`config.mk`:
```
export PLATFORM = sky130hd
export DESIGN_NAME = kps_keypad_scan
export DESIGN_NICKNAME = d
export VERILOG_FILES = /design/src/logic/kps_pkg.sv /design/src/logic/kps_event_fifo.sv /design/src/logic/kps_keypad_scan.sv /design/src/logic/kps_timebase.sv
export SDC_FILE = /design/constraint.sdc
export NUM_CORES = 1
export LEC_CHECK = 0
export BUFFER_PORTS_ARGS = -buffer_cell sky130_fd_sc_hd__buf_2
export CAP_MARGIN = 20
export CORE_MARGIN = 2
export CORE_UTILIZATION = 45
export CTS_CLUSTER_SIZE = 14
export DETAILED_ROUTE_END_ITERATION = 16
export SYNTH_ARGS = -nofsm -noshare
export SYNTH_HDL_FRONTEND = slang
export SYNTH_SLANG_ARGS = --single-unit
```
`constraint.sdc`:
```
create_clock -name clock -period 10.1 [get_ports clock]
set_input_delay 2.525 -clock clock [delete_from_list [all_inputs] [get_ports clock]]
set_output_delay 2.525 -clock clock [all_outputs]
set_load 0.1 [all_outputs]
```
`src/logic/kps_pkg.sv`:
```
/*
 * Shared constants and types for the keypad scanner and its event FIFO.
 * Assumes a single 200 MHz clock and an asynchronous active-low reset.
 */
package kps_pkg;

    // ------------------------------------------------------------------
    // Register offsets
    // ------------------------------------------------------------------
    localparam logic [7:0] KPS_REG_CFG        = 8'h01;
    localparam logic [7:0] KPS_REG_STAT       = 8'h02;
    localparam logic [7:0] KPS_REG_COUNT      = 8'h03;
    localparam logic [7:0] KPS_REG_EVT_FIRST  = 8'h04;
    localparam logic [7:0] KPS_REG_EVT_LAST   = 8'h0d;
    localparam logic [7:0] KPS_REG_ROW_EN     = 8'h1d;
    localparam logic [7:0] KPS_REG_COL_EN_LO  = 8'h1e;
    localparam logic [7:0] KPS_REG_COL_EN_HI  = 8'h1f;

    // ------------------------------------------------------------------
    // Field positions and reset values
    // ------------------------------------------------------------------
    localparam int         KPS_CFG_KEY_EVENT_IRQ_ENABLE_BIT  = 0;
    localparam int         KPS_CFG_OVF_IEN_BIT = 3;
    localparam int         KPS_CFG_WRAP_BIT    = 5;
    localparam int         KPS_STAT_KE_BIT     = 0;
    localparam int         KPS_STAT_OVF_BIT    = 3;
    localparam logic [7:0] KPS_CFG_RST         = 8'h00;
    localparam logic [7:0] KPS_ROW_EN_RST      = 8'h00;
    localparam logic [9:0] KPS_COL_EN_RST      = 10'h000;
    localparam logic [7:0] KPS_ROW_PU_RST      = 8'hff;
    localparam logic [9:0] KPS_COL_PU_RST      = 10'h3ff;

    // ------------------------------------------------------------------
    // Matrix, FIFO and timing figures
    // ------------------------------------------------------------------
    localparam int           KPS_ROWS       = 8;
    localparam int           KPS_COLS       = 10;
    localparam logic [3:0]   KPS_FIFO_DEPTH = 4'd10;
    localparam logic [3:0]   KPS_LAST_SLOT  = 4'd9;
    localparam logic [3:0]   KPS_LAST_COL   = 4'd9;
    localparam logic [2:0]   KPS_LAST_ROW   = 3'd7;
    localparam logic [6:0]   KPS_KEYS_PER_ROW = 7'd10;
    localparam logic [2:0]   KPS_SETTLE_CYC = 3'd6;
    localparam int unsigned  KPS_SAMPLE_US  = 25000;
    localparam int unsigned  KPS_CLK_MHZ    = 200;
    localparam int unsigned  KPS_SAMPLE_CYC = KPS_SAMPLE_US * KPS_CLK_MHZ;

    // ------------------------------------------------------------------
    // Types
    // ------------------------------------------------------------------
    typedef struct packed {
        logic       press;
        logic [6:0] key;
    } kps_event_t;

    typedef struct packed {
        logic       rd;
        logic       wr;
        logic [7:0] addr;
        logic [7:0] wdata;
    } kps_reg_req_t;

    typedef enum logic [1:0] {
        KPS_ST_IDLE = 2'b00,
        KPS_ST_SCAN = 2'b01,
        KPS_ST_WALK = 2'b10,
        KPS_ST_WAIT = 2'b11
    } kps_scan_t;

    typedef struct packed {
        logic [22:0] cnt;
        logic        tick;
    } kps_tb_t;

    typedef struct packed {
        kps_event_t [9:0] mem;
        logic [3:0]       rd;
        logic [3:0]       wr;
        logic [3:0]       cnt;
        logic             ovf;
    } kps_fifo_t;

    typedef struct packed {
        logic [7:0]       row_s1;
        logic [7:0]       row_s2;
        logic             key_event_irq_enable;
        logic             ovf_ien;
        logic             wrap;
        logic             ke_pend;
        logic             ovf_pend;
        logic [7:0]       row_en;
        logic [9:0]       col_en;
        kps_scan_t        st;
        logic [3:0]       col_idx;
        logic [2:0]       row_idx;
        logic [2:0]       settle;
        logic [7:0][9:0]  cur;
        logic [7:0][9:0]  prev;
        logic [7:0][9:0]  deb;
        logic             wake;
        logic             push_v;
        kps_event_t       push_ev;
        logic [7:0]       rdata;
        logic             rvalid;
        logic [7:0]       row_out;
        logic [7:0]       row_oe;
        logic [7:0]       row_pu;
        logic [9:0]       col_out;
        logic [9:0]       col_oe;
        logic [9:0]       col_pu;
        logic             int_n_out;
        logic             irq;
    } kps_core_t;

endpackage

```
`src/logic/kps_event_fifo.sv`:
```
/*
 * Ten-entry key event FIFO with count, overflow pulse and wrap mode.
 * Assumes push and pop come from logic on the same clock.
 */
`timescale 1ns/1ps
module kps_event_fifo
(
    input  wire logic                clock,
    input  wire logic                rstn,
    input  wire logic                push,
    input  kps_pkg::kps_event_t      push_event,
    input  wire logic                wrap_mode,
    input  wire logic                pop,
    output kps_pkg::kps_event_t      head,
    output logic [3:0]               count,
    output logic                     overflow
);
    import kps_pkg::*;

    kps_fifo_t q;
    kps_fifo_t d;

    function automatic logic [3:0] nxt(input logic [3:0] p);
        nxt = (p == KPS_LAST_SLOT) ? 4'd0 : p + 4'd1;
    endfunction

    // A pop in the same cycle frees a slot, so a full FIFO still takes it
    always_comb
    begin
        d     = q;
        d.ovf = 1'b0;
        if (pop && q.cnt != 4'd0)
        begin
            d.rd  = nxt(q.rd);
            d.cnt = d.cnt - 4'd1;
        end
        if (push)
        begin
            if (q.cnt != KPS_FIFO_DEPTH || pop)
            begin
                d.mem[q.wr] = push_event;
                d.wr        = nxt(q.wr);
                d.cnt       = d.cnt + 4'd1;
            end
            else
            begin
                d.ovf = 1'b1;
                if (wrap_mode)
                begin
                    // Oldest entry sits at the write slot when full
                    d.mem[q.wr] = push_event;
                    d.wr        = nxt(q.wr);
                    d.rd        = nxt(q.rd);
                end
            end
        end
    end

    // State register
    always_ff @(posedge clock or negedge rstn)
    begin
        if (!rstn)
            q <= '0;
        else
            q <= d;
    end

    // Empty FIFO reads as zero
    assign head     = (q.cnt != 4'd0) ? q.mem[q.rd] : '0;
    assign count    = q.cnt;
    assign overflow = q.ovf;

endmodule

```
`src/logic/kps_keypad_scan.sv`:
```
/*
 * Keypad matrix scanner with debounce, event encoding, event FIFO and
 * the register file behind the host serial interface.
 * Assumes the serial slave hands over decoded register reads and writes
 * as single-cycle strobes on this clock; the pins are asynchronous.
 */
`timescale 1ns/1ps
module kps_keypad_scan
#(
    parameter int unsigned SAMPLE_CYC = kps_pkg::KPS_SAMPLE_CYC
)
(
    input  wire logic           clock,
    input  wire logic           rstn,
    input  kps_pkg::kps_reg_req_t reg_req,
    output logic [7:0]          reg_rdata,
    output logic                reg_rvalid,
    input  wire logic [7:0]     row_in,
    output logic [7:0]          row_out,
    output logic [7:0]          row_oe,
    output logic [7:0]          row_pullup_en,
    input  wire logic [9:0]     col_in,
    output logic [9:0]          col_out,
    output logic [9:0]          col_oe,
    output logic [9:0]          col_pullup_en,
    output logic                int_n_out,
    output logic                int_n_oe
);
    import kps_pkg::*;

    // ------------------------------------------------------------------
    // Sub-blocks
    // ------------------------------------------------------------------
    kps_core_t  q;
    kps_core_t  d;
    logic       tick;
    kps_event_t fifo_head;
    logic [3:0] event_count;
    logic       fifo_ovf;
    logic       evt_rd;

    // Sample timing does not depend on bus activity
    kps_timebase
    #(
        .SAMPLE_CYC (SAMPLE_CYC)
    )
    u_timebase
    (
        .clock (clock),
        .rstn  (rstn),
        .tick  (tick)
    );

    kps_event_fifo u_fifo
    (
        .clock      (clock),
        .rstn       (rstn),
        .push       (q.push_v),
        .push_event (q.push_ev),
        .wrap_mode  (q.wrap),
        .pop        (evt_rd),
        .head       (fifo_head),
        .count      (event_count),
        .overflow   (fifo_ovf)
    );

    // Any of the ten event offsets reads and pops the one FIFO
    assign evt_rd = reg_req.rd
                  && reg_req.addr >= KPS_REG_EVT_FIRST
                  && reg_req.addr <= KPS_REG_EVT_LAST;

    // ------------------------------------------------------------------
    // Next-state logic
    // ------------------------------------------------------------------
    always_comb
    begin
        logic [2:0] r;
        logic [3:0] c;
        logic       seen;
        logic       pv;
        logic       db;
        logic [6:0] key;
        r    = q.row_idx;
        c    = q.col_idx;
        seen = 1'b0;
        pv   = 1'b0;
        db   = 1'b0;
        key  = '0;
        d    = q;

        // Row pins pass two flops before anything looks at them
        d.row_s1 = row_in;
        d.row_s2 = q.row_s1;

        // One-cycle strobes
        d.wake   = 1'b0;
        d.push_v = 1'b0;
        d.rvalid = 1'b0;

        // Pins stay open-drain lows; only the enables move
        d.row_out   = '0;
        d.row_oe    = '0;
        d.col_out   = '0;
        d.int_n_out = 1'b0;

        // --------------------------------------------------------------
        // Scanner
        // --------------------------------------------------------------
        case (q.st)
            KPS_ST_IDLE:
            begin
                // All enabled matrix columns low, rows left to their pull-ups
                d.col_oe = q.col_en;
                if ((|(~q.row_s2 & q.row_en)) && (|q.col_en))
                begin
                    d.wake    = 1'b1;
                    d.st      = KPS_ST_SCAN;
                    d.col_idx = '0;
                    d.settle  = '0;
                    d.cur     = '0;
                end
            end
            KPS_ST_SCAN:
            begin
                // Drive one matrix column at a time
                for (int k = 0; k < KPS_COLS; k++)
                    d.col_oe[k] = (4'(k) == q.col_idx) && q.col_en[k];
                if (q.settle != KPS_SETTLE_CYC - 3'd1)
                begin
                    d.settle = q.settle + 3'd1;
                end
                else
                begin
                    // Only enabled rows and columns count as keys
                    for (int k = 0; k < KPS_ROWS; k++)
                        d.cur[k][q.col_idx] = ~q.row_s2[k] & q.row_en[k]
                                            & q.col_en[q.col_idx];
                    d.settle = '0;
                    if (q.col_idx == KPS_LAST_COL)
                    begin
                        d.st      = KPS_ST_WALK;
                        d.col_idx = '0;
                        d.row_idx = '0;
                    end
                    else
                    begin
                        d.col_idx = q.col_idx + 4'd1;
                    end
                end
            end
            KPS_ST_WALK:
            begin
                // One key per cycle keeps events in a fixed order
                d.col_oe = '0;
                seen = q.cur[r][c];
                pv   = q.prev[r][c];
                db   = q.deb[r][c];
                key  = 7'({4'b0, r} * KPS_KEYS_PER_ROW)
                     + {3'b0, c} + 7'd1;
                if (seen && pv && !db)
                begin
                    // Seen on two consecutive samples
                    d.push_v  = 1'b1;
                    d.push_ev = '{press: 1'b1, key: key};
                    d.deb[r][c] = 1'b1;
                end
                else if (db && !seen && !pv)
                begin
                    // Absent on two samples, so released a full period
                    d.push_v  = 1'b1;
                    d.push_ev = '{press: 1'b0, key: key};
                    d.deb[r][c] = 1'b0;
                end
                // A held key changes nothing
                if (c == KPS_LAST_COL)
                begin
                    d.col_idx = '0;
                    if (r == KPS_LAST_ROW)
                    begin
                        d.prev = q.cur;
                        if (d.deb == '0 && q.cur == '0)
                            d.st = KPS_ST_IDLE;
                        else
                            d.st = KPS_ST_WAIT;
                    end
                    else
                    begin
                        d.row_idx = r + 3'd1;
                    end
                end
                else
                begin
                    d.col_idx = c + 4'd1;
                end
            end
            KPS_ST_WAIT:
            begin
                // Columns float between samples to save current
                d.col_oe = '0;
                if (tick)
                begin
                    d.st      = KPS_ST_SCAN;
                    d.col_idx = '0;
                    d.settle  = '0;
                    d.cur     = '0;
                end
            end
            default:
            begin
                d.st     = KPS_ST_IDLE;
                d.col_oe = '0;
            end
        endcase

        // --------------------------------------------------------------
        // Status flags: a new event wins over a clear in the same cycle
        // --------------------------------------------------------------
        if (reg_req.wr && reg_req.addr == KPS_REG_STAT)
        begin
            // Pending cannot go while the FIFO still holds events
            if (reg_req.wdata[KPS_STAT_KE_BIT] && event_count == 4'd0)
                d.ke_pend = 1'b0;
            if (reg_req.wdata[KPS_STAT_OVF_BIT])
                d.ovf_pend = 1'b0;
        end
        if (q.push_v)
            d.ke_pend = 1'b1;
        if (fifo_ovf)
            d.ovf_pend = 1'b1;

        // --------------------------------------------------------------
        // Register writes
        // --------------------------------------------------------------
        if (reg_req.wr)
        begin
            case (reg_req.addr)
                KPS_REG_CFG:
                begin
                    d.key_event_irq_enable  = reg_req.wdata[KPS_CFG_KEY_EVENT_IRQ_ENABLE_BIT];
                    d.ovf_ien = reg_req.wdata[KPS_CFG_OVF_IEN_BIT];
                    d.wrap    = reg_req.wdata[KPS_CFG_WRAP_BIT];
                end
                KPS_REG_ROW_EN:    d.row_en      = reg_req.wdata;
                KPS_REG_COL_EN_LO: d.col_en[7:0] = reg_req.wdata;
                KPS_REG_COL_EN_HI: d.col_en[9:8] = reg_req.wdata[1:0];
                default:           d.wrap        = d.wrap;
            endcase
        end

        // --------------------------------------------------------------
        // Register reads, answered on the next cycle
        // --------------------------------------------------------------
        if (reg_req.rd)
        begin
            d.rvalid = 1'b1;
            d.rdata  = '0;
            case (reg_req.addr)
                KPS_REG_CFG:
                begin
                    d.rdata[KPS_CFG_KEY_EVENT_IRQ_ENABLE_BIT]  = q.key_event_irq_enable;
                    d.rdata[KPS_CFG_OVF_IEN_BIT] = q.ovf_ien;
                    d.rdata[KPS_CFG_WRAP_BIT]    = q.wrap;
                end
                KPS_REG_STAT:
                begin
                    d.rdata[KPS_STAT_KE_BIT]  = q.ke_pend;
                    d.rdata[KPS_STAT_OVF_BIT] = q.ovf_pend;
                end
                KPS_REG_COUNT:     d.rdata = {4'b0, event_count};
                KPS_REG_ROW_EN:    d.rdata = q.row_en;
                KPS_REG_COL_EN_LO: d.rdata = q.col_en[7:0];
                KPS_REG_COL_EN_HI: d.rdata = {6'b0, q.col_en[9:8]};
                default:
                begin
                    if (evt_rd)
                        d.rdata = fifo_head;
                end
            endcase
        end

        // Interrupt pin pulls low while an enabled flag stands
        d.irq = (d.ke_pend && d.key_event_irq_enable)
              || (d.ovf_pend && d.ovf_ien);
    end

    // ------------------------------------------------------------------
    // State register
    // ------------------------------------------------------------------
    always_ff @(posedge clock or negedge rstn)
    begin
        if (!rstn)
        begin
            q        <= '0;
            q.st     <= KPS_ST_IDLE;
            q.key_event_irq_enable <= KPS_CFG_RST[KPS_CFG_KEY_EVENT_IRQ_ENABLE_BIT];
            q.ovf_ien<= KPS_CFG_RST[KPS_CFG_OVF_IEN_BIT];
            q.wrap   <= KPS_CFG_RST[KPS_CFG_WRAP_BIT];
            q.row_en <= KPS_ROW_EN_RST;
            q.col_en <= KPS_COL_EN_RST;
            q.row_pu <= KPS_ROW_PU_RST;
            q.col_pu <= KPS_COL_PU_RST;
            q.row_s1 <= KPS_ROW_PU_RST;
            q.row_s2 <= KPS_ROW_PU_RST;
        end
        else
        begin
            q <= d;
        end
    end

    // ------------------------------------------------------------------
    // Outputs
    // ------------------------------------------------------------------
    assign reg_rdata     = q.rdata;
    assign reg_rvalid    = q.rvalid;
    assign row_out       = q.row_out;
    assign row_oe        = q.row_oe;
    assign row_pullup_en = q.row_pu;
    assign col_out       = q.col_out;
    assign col_oe        = q.col_oe;
    assign col_pullup_en = q.col_pu;
    assign int_n_out     = q.int_n_out;
    assign int_n_oe      = q.irq;

endmodule

```
`src/logic/kps_timebase.sv`:
```
/*
 * Free-running sample timebase: one-cycle tick every SAMPLE_CYC clocks.
 * Runs from reset regardless of host register traffic.
 */
`timescale 1ns/1ps
module kps_timebase
#(
    parameter int unsigned SAMPLE_CYC = kps_pkg::KPS_SAMPLE_CYC
)
(
    input  wire logic clock,
    input  wire logic rstn,
    output logic      tick
);
    import kps_pkg::*;

    kps_tb_t q;
    kps_tb_t d;

    // Wrap the counter and flag the wrap
    always_comb
    begin
        d      = q;
        d.tick = 1'b0;
        if (q.cnt == 23'(SAMPLE_CYC - 1))
        begin
            d.cnt  = '0;
            d.tick = 1'b1;
        end
        else
        begin
            d.cnt = q.cnt + 23'd1;
        end
    end

    // State register
    always_ff @(posedge clock or negedge rstn)
    begin
        if (!rstn)
            q <= '0;
        else
            q <= d;
    end

    assign tick = q.tick;

endmodule
```
# Word-level counts from Yosys, hierarchy flattened
# Index checks and enable logic that the tools add are counted.
dict set report totals {
  register_bits 437
  in_bits 38
}
dict set report op_classes {
  n_mux 86
  n_bitwise 29
  eq_ne 32
  order_cmp 9
  reduce_logical 59
  n_addsub 10
  mul 1
}
# cell n
set ops {}
lappend ops {{$mux 80} 5}
lappend ops {{$pmux 83 s3} 1}
lappend ops {{$mux 83} 2}
lappend ops {{$logic_not 80->1} 2}
lappend ops {{$bmux 10 s3} 3}
lappend ops {{$mux 88} 1}
lappend ops {{$and 80x80->80} 1}
lappend ops {{$bwmux 10} 8}
lappend ops {{$bwmux 80} 1}
lappend ops {{$not 80->80} 1}
lappend ops {{$or 80x80->80} 1}
lappend ops {{$mux 10} 4}
lappend ops {{$mux 9} 4}
lappend ops {{$bmux 8 s4} 1}
lappend ops {{$demux 8 s4} 1}
lappend ops {{$mux 4} 8}
lappend ops {{$mux 8} 4}
lappend ops {{$demux 10 s3} 1}
lappend ops {{$pmux 10 s3} 1}
lappend ops {{$logic_and 1x1->1} 26}
lappend ops {{$eq 8x5->1 const B} 3}
lappend ops {{$pmux 6 s4} 1}
lappend ops {{$add 23x1->23 const B} 1}
lappend ops {{$eq 23x23->1 const B} 1}
lappend ops {{61 further kinds} 144}

# Logic depth before layout (Yosys ltp)
# Gate-level depths: netlist of run 1.
dict set report depth {
  word_depth 17
  mapped_depth 18
  depth_no_buf 12
}

# Hierarchy
# Synthesis of run 1 repeated with hierarchy kept, for this count alone.
dict set report unflattened {
  hier_cells 2193
  area_unflattened_um2 22923.2
}
# mod area_per_inst_um2 n_inst cells_per_inst seq_area_each_um2
set by_module_without_submodules {}
lappend by_module_without_submodules {kps_keypad_scan 17154.0 1 1713 8027.7}
lappend by_module_without_submodules {kps_event_fifo 4585.6 1 371 2327.2}
lappend by_module_without_submodules {kps_timebase 1183.6 1 109 600.6}

# Worst setup path after synthesis of run 1
# OpenSTA, ideal clock, no wires.
dict set report synth_timing {
  kind {input-to-reg}
  startpoint {input reg_req[15] (netlist bit)}
  endpoint {register u_fifo.q[85] (netlist bit)}
  required_time_ns 9.975
  n_path_buf 0
  path_slack_ns 4.870
  arrival_ns 5.106
  stages 6
  cell_sequence {or4_1 > a311o_1 > nand4b_1 > o21ai_1 > nor4b_1 > mux2_2}
}
dict set report synth_between {
  elab_chain_cells 6
  word_cells_on_any_way 8
  cone_classes {2 x order compare; 1 x mux; 5 x reduce/logical}
}
# item line
set synth_lines {}
lappend synth_lines {{from (decl)} kps_keypad_scan.sv:15} ;# input kps_pkg::kps_reg_req_t reg_req,
lappend synth_lines {{$ge 8x3->1} kps_keypad_scan.sv:69} ;# && reg_req.addr >= KPS_REG_EVT_FIRST
lappend synth_lines {{$logic_and 1x1->1} kps_keypad_scan.sv:69}
lappend synth_lines {{$logic_and 1x1->1 *} kps_keypad_scan.sv:70} ;# && reg_req.addr <= KPS_REG_EVT_LAST;
lappend synth_lines {{$logic_or 1x1->1 *} kps_event_fifo.sv:39} ;# if (q.cnt != KPS_FIFO_DEPTH || pop)
lappend synth_lines {{$reduce_bool 2->1 (no source line)} n/a}
lappend synth_lines {{$reduce_and 2->1 (no source line)} n/a}
lappend synth_lines {{to (signal assigned)} kps_event_fifo.sv:63} ;# q <= '0;
lappend synth_lines {{to (signal assigned)} kps_event_fifo.sv:65} ;# q <= d;
lappend synth_lines {{to (decl)} kps_event_fifo.sv:20} ;# kps_fifo_t q;
# Mark *: on every way between the ends. The rest lies on a longest branch, timed or not.
# A chain may end at the register's enable or synchronous reset.

# Worst setup path after layout of run 1
dict set report layout_timing {
  startpoint {register q[320] (netlist bit)}
  endpoint {register q[325] (netlist bit)}
}
dict set report layout_between {
  elab_chain_cells 16
  word_cells_on_any_way 39
  cone_classes {2 x order compare; 2 x eq/ne; 21 x mux; 3 x bitwise; 11 x reduce/logical}
}
# item line
set layout_lines {}
lappend layout_lines {{from (decl)} kps_keypad_scan.sv:34} ;# kps_core_t q;
lappend layout_lines {{$bmux 10 s3} kps_keypad_scan.sv:155} ;# seen = q.cur[r][c];
lappend layout_lines {{$mux 10 (not written as such)} kps_keypad_scan.sv:155}
lappend layout_lines {{$bmux 1 s4} kps_keypad_scan.sv:155}
lappend layout_lines {{$mux 1 (not written as such)} kps_keypad_scan.sv:155}
lappend layout_lines {{$logic_not 1->1} kps_keypad_scan.sv:167} ;# else if (db && !seen && !pv)
lappend layout_lines {{$logic_and 1x1->1 (2 in series)} kps_keypad_scan.sv:167}
lappend layout_lines {{$mux 80} kps_keypad_scan.sv:167}
lappend layout_lines {{$mux 80} kps_keypad_scan.sv:160} ;# if (seen && pv && !db)
lappend layout_lines {{$mux 80} kps_keypad_scan.sv:109} ;# case (q.st)
lappend layout_lines {{$logic_not 80->1} kps_keypad_scan.sv:181} ;# if (d.deb == '0 && q.cur == '0)
lappend layout_lines {{$logic_and 1x1->1} kps_keypad_scan.sv:181}
lappend layout_lines {{$mux 2} kps_keypad_scan.sv:181}
lappend layout_lines {{$mux 2} kps_keypad_scan.sv:178} ;# if (r == KPS_LAST_ROW)
lappend layout_lines {{$mux 2} kps_keypad_scan.sv:175} ;# if (c == KPS_LAST_COL)
lappend layout_lines {{$pmux 6 s4} kps_keypad_scan.sv:109}
# Several ways; a longest one is shown, not always the timed one. The select of a mux whose other input is x is not followed.

==> metrics.txt, run 1 <==
clock root buffer=clkbuf_16; Worst Hold Path EP=q[357]; DP HPWL=48,550 µm; Clock Power Share=approximately 40%; Worst-path clk slew=0.06 ns; Worst-Margin Slew=1.130 ns; worst vdd ir=about 0.13 mV; EDFF count, synth=0; Synth top area share=45.26%; die width=around 230 µm; WP data required=10.61 ns; final setup vio count=0; full die area=0.05356 mm²; Synth top cells by count=dfrtp_1, o21ai_0, mux2_2; FF-to-FF Start=q[320]; Core Region=about 0.051 mm²; initial antenna violation count=0; cts bufs inserted=50; CP Max Fanout=56; RSZ-0062 raised after global routing=false; Placer Congestion=0.9633; top-count cell post-synth=dfrtp_1; PortBufs=47; Cells after Synth=approximately 2,200; DRT antenna net count=0; hold crit path type=reg -> reg; placed cell area=between 0.02 and 0.025 mm²; fmax=156.2 MHz; Internal=0.003351 W; worst-skew pair later-pin latency=0.61 ns; reg-to-reg endpoint=q[325]; DP Cell Count=2,792; largest net degree at the start of global routing=between 100 and 150; first-pass GRT wire length=112,000 µm; detail-routed net length per standard cell=25.21 µm; Pleak=11.17 nW; final cell count without fillers=2,889; drt drc=0; CTS sink count=437; fin area=0.02562 mm²; n_diodes=0; startpoint of the worst hold path=d[357]; Yosys warning count=0; Ports=103; final setup TNS=0 ns; Mean Syn Cell Area=between 10 and 15 µm²; WHS Path Cells=0; reg2reg path depth=12; Final Hold Viols=0; status=complete, no violations; # H-tree levels=2; ranking of synthesized cells by area=dfrtp_1, mux2_2, o21ai_0, mux4_2, a22o_1; R2R setup slack=3.70 ns; Max-Slew Margin vs Limit=approximately 24%; Gate power share=22.6%; post-CTS setup buffers=0; Max Clock Skew=between 0.03 and 0.04 ns; ys flop type=dfrtp_1; layout cells sized above 1=21.46%; final worst path period share=63.37%; Routed WL=~73,000 µm; fin crit period=6.400 ns; Synth cell types=between 80 and 90; Die Height=231.4 µm; cts repair resizes=0; GRT Util Overall=a little over a quarter; vias in the first global route=17,720; Startpoint Class=flop; drt first pass iters=6; CTS tree=yes; detailed-route vias per instance=6.294; DR vias=between 15,000 and 20,000; CP Data Arrival Time=6.91 ns; grt total ovfl=0; Flop pwr share=37.7%; row cnt=83; Slew Limit Fails=0; Initial DRC Count=~1,800; clk buf depth=3; Seq cells post-synth=437; Nets=2,224; hold-fix buffers at CTS=0; Sw Ratio=33.76%; area delta synth->final=10.06%; Initial Util=45.47%; sequential cell area fraction in the yosys report=47.06%; pwr dens=between 150 and 200 mW/mm²; synthesized area=approximately 0.023 mm²; maxcap violations=0; Setup CP Type=reg -> reg; CP endpoint kind=flop; Switch Pwr=0.001708 W; fill count=4,602; largest area contributor in the netlist=dfrtp_1; fraction of synthesis flops using an asynchronous set or reset pin=100.0%
==> per-layer routing <==
layer  up-vias  share of wire [%]  wire length [µm]  global-route usage [%]
li1       7992                  -                 -                       -
met1      9276                 44             32320                   39.27
met2       745                 45             32520                   40.97
met3       170                7.4              5369                   5.118
met4         0                3.6              2616                   10.14
met5         -                  0                 0                       0
==> cell families after synthesis <==
logic type / Yosys count / synth area share [%]
AOI/OAI and AO/OA: 628 / 18.00
and+or+nand+nor: 534 / 10.91
DFF: 437 / 47.06
muxes: 298 / 16.17
buffers and inverters: 253 / 5.499
xor gates and xnor gates: 34 / 1.279
adders and majority gates: 19 / 1.054
other: 2 / 0.03226
==> state kept, by name (all words and copies together), names as in the netlist <==
signal           count
d                    8
int_n_oe             1
u_fifo.overflow      1
reg_rvalid           1
col_oe              10
u_fifo.q            88
q                  292
u_timebase.q        23
u_fifo.count         4
reg_rdata            8
u_timebase.tick      1
==> final cells by class <==
cell class	instances	area [µm²]	area share [%]
well taps	680	850.8	3.321
repair buffers	87	598.1	2.334
flip-flops and latches	437	10960	42.79
multi-input cells	1558	11250	43.89
inverters	33	123.9	0.4835
clock buffers	77	1534	5.987
clock inverters	17	304.0	1.187
==> power by group through the flow <==
stage	logic (W)	clock network (W)	registers, W
after floorplan	0.000792	0	0.00189
after global placement	0.00109	0	0.00193
after detailed placement	0.00110	0	0.00194
after CTS	0.00110	0.00204	0.00191
after global routing	0.00122	0.00211	0.00192
final	0.00114	0.00201	0.00191
==> worst max-delay path by stage <==
stage | start | to | slack [ns] | depth (start not counted)
3_5_place_dp | q[319] | q[326] | 3.85 | 13
3_3_place_gp | q[319] | q[326] | 3.91 | 14
2_1_floorplan | reg_req[15] | u_fifo.q[85] | 4.87 | 6
4_1_cts | q[319] | q[326] | 3.82 | 14
6_report | q[320] | q[325] | 3.70 | 12
5_1_grt | q[319] | q[326] | 3.38 | 14
==> cells in the final DEF, fill, tap and decap left out, types with 10 or more instances in the layout <==
cell and count:
buf_4 37, inv_1 30, mux4_2 40, nand2b_1 12, a31oi_1 25, clkbuf_8 16
and3_1 19, dfrtp_1 418, a22oi_1 19, nand2_1 207, xnor2_1 20, clkbuf_16 51
dfstp_2 16, a22o_1 92, a21oi_1 58, nand4_1 25, xor2_1 14, o22ai_1 14
mux2_2 219, nor2_1 108, conb_1 45, a221oi_1 19, ha_1 16, buf_2 46
nor2b_1 28, nor4_1 30, clkbuf_1 10, or3_1 13, mux2i_1 34, o31ai_1 29
nand3_1 42, o21ai_0 263
==> per-stage QoR <==
stage	total power (W)	util, %	hold slack, ns	setup WS (ns)
finish	0.005059	50.04	0.3564	3.700
global route	0.005245	50.04	0.3593	3.375
CTS	0.005051	49.92	0.3587	3.824
detailed placement	0.003035	46.33	0.3479	3.853
global placement	0.003027	46.33	0.3474	3.907
floorplan	0.002685	-	0.3452	4.870
==> worst max-delay path, cell delays in order (launching register included) <==
cell and delay, ns:
dfrtp_4 0.68, buf_4 0.43, nor2_1 0.95, a2bb2oi_1 0.14, a31oi_1 0.76, o21bai_1 0.48, a31o_2 0.64, nand4_1 0.81
a22oi_1 0.64, a2111oi_0 0.14, o2111ai_1 0.20, o41ai_2 0.18, a31oi_1 0.22
Power figures use the tool's default switching activity.
==> inputs of run 2 (changes only) <==
- clock period: 10.1 -> 5.4 ns (I/O delays scaled with it)
==> metrics.txt, run 2 (synthesis results as in run 1) <==
status=complete, no violations; vias in the first global route=18,220; commonest non-fill, non-tap cells in the layout=dfrtp_1, o21ai_0, mux2_2; metal2 WL=34,760 µm; drt first pass iters=8; # H-tree levels=2; Ports=approximately 100; die width=231.4 µm; cts repair resizes=0; WHS Path Cells=0; Worst-Margin Slew=approximately 1.2 ns; Nets=2,309; clk buf depth=3; full die area=0.05356 mm²; final setup vio count=0; layout cells sized above 1=24.43%; area delta synth->final=12.30%; Die Height=231.4 µm; hold crit path type=reg -> reg; Placer Congestion=0.9853; fin crit period=between 5 and 6 ns; DRT antenna net count=0; Initial DRC Count=1,773; Final Hold Viols=0; DRT met1 WL=34,650 µm; Routed WL=77,420 µm; FF-to-FF Start=q[318]; DR top layer=met5; largest net degree at the start of global routing=105; hold-fix buffers at CTS=0; post-CTS setup buffers=0; detail-routed net length per standard cell=26.04 µm; Pleak=between 10 and 15 nW; worst vdd ir=0.2817 mV; drt drc=0; Top reg by flops=q; startpoint of the worst hold path=d[352]; Reg area=~0.011 mm²; Setup CP Type=reg -> reg; biggest regs=q: 292 flops, u_fifo.q: 88 flops, u_timebase.q: 23 flops; Core Region=0.05120 mm²; maxcap violations=0; CP Data Arrival Time=5.82 ns; detailed-route vias per instance=6.260; worst-skew pair later-pin latency=about 0.6 ns; cts bufs inserted=50; DR vias=18,610; DP HPWL=53,670 µm; Worst Hold Path EP=q[352]; Worst-path clk slew=0.06 ns; CP endpoint kind=flop; clock root buffer=clkbuf_16; final worst path period share=98.22%; GRT Util Overall=29.10%; reg-to-reg endpoint=q[326]; max reg flops=292; RSZ-0062 raised after global routing=false; fill count=4,596; area occupied by multi-input gates=0.01125 mm²; leading cell type in the layout, fill and taps excluded=dfrtp_1; initial antenna violation count=1; CTS sink count=437; CP Max Fanout=16; R2R setup slack=0.1 ns; first-pass GRT wire length=between 100,000 and 150,000 µm; Max-Slew Margin vs Limit=22.57%; PortBufs=47; Startpoint Class=flop; fmax=188.5 MHz; grt total ovfl=0; row cnt=83; WP data required=roughly 5.9 ns; met3 WL=5583 µm; CTS tree=yes; Core Util, Final=51.06%; Max Clock Skew=just over 0.02 ns; Slew Limit Fails=0; final setup TNS=0 ns; pwr dens=356.6 mW/mm²; Initial Util=45.47%; reg2reg path depth=13
## run 2: changes by cell type in the layout (fill, tap and decap cells not counted), moves of 2 or more
cell / change
buf_12: +6
buf_16: -2
buf_4: +81
bufinv_16: -4
clkbuf_1: -3
clkbuf_8: -7
clkinv_2: +6
clkinvlp_4: +5
## run 2: final cells by class
cell class                 instances  share of cell area [%]
antenna                            1                0.009573
sequential                       437                   41.94
tap                              680                   3.255
clock inverter                    26                   1.077
inverter                          33                  0.4738
multi-input combinational       1558                   43.02
timing repair buffer             172                   4.863
clock buffer                      66                   5.361
## run 2: per-stage QoR
stage | hold WS, ns | instances | setup WS [ns] | instance area, µm² | total power (W)
floorplan | 0.3452 | 2248 | 1.337 | 23440 | 0.005022
global placement | 0.3467 | 2879 | 0.2008 | 24450 | 0.005828
detailed placement | 0.3468 | 2879 | 0.1562 | 24450 | 0.005857
CTS | 0.3517 | 2971 | 0.1687 | 26130 | 0.009361
global route | 0.3570 | 2972 | 0.01029 | 26140 | 0.009706
finish | 0.3476 | 2973 | 0.09610 | 26140 | 0.009321
## run 2: worst max-delay path, stage by stage (launching register included)
cell and delay (ns):
dfrtp_2 0.57, nor2_1 0.84, a221oi_1 0.26, o221a_2 0.37, o311ai_1 0.70, a31o_2 0.54
nand4_1 0.57, a22oi_1 0.44, buf_4 0.18, a2111oi_0 0.06, o2111ai_1 0.18, o41ai_2 0.15
buf_4 0.19, o221ai_1 0.14
## run 2: worst max path at each step
stage | from | cells after the start | end
detailed placement | q[318] | 13 | q[325]
global route | q[318] | 13 | q[325]
finish | q[318] | 13 | q[326]
global placement | q[318] | 13 | q[325]
floorplan | q[320] | 16 | q[326]
CTS | q[318] | 13 | q[326]
## run 2: routing by layer
metal	GRT usage (%)	vias to the layer above
met4	9.032	2
met3	4.860	155
met5	0	-
met2	44.33	783
met1	42.37	9493
li1	-	8177
## run 2: power breakdown
group          switching (W)  internal [W]  total, W  leakage [nW]
clock network        0.00145       0.00203   0.00348         0.823
registers           0.000174       0.00340   0.00358          5.96
logic                0.00165      0.000622   0.00227          4.71
total                0.00327       0.00605   0.00932          11.5
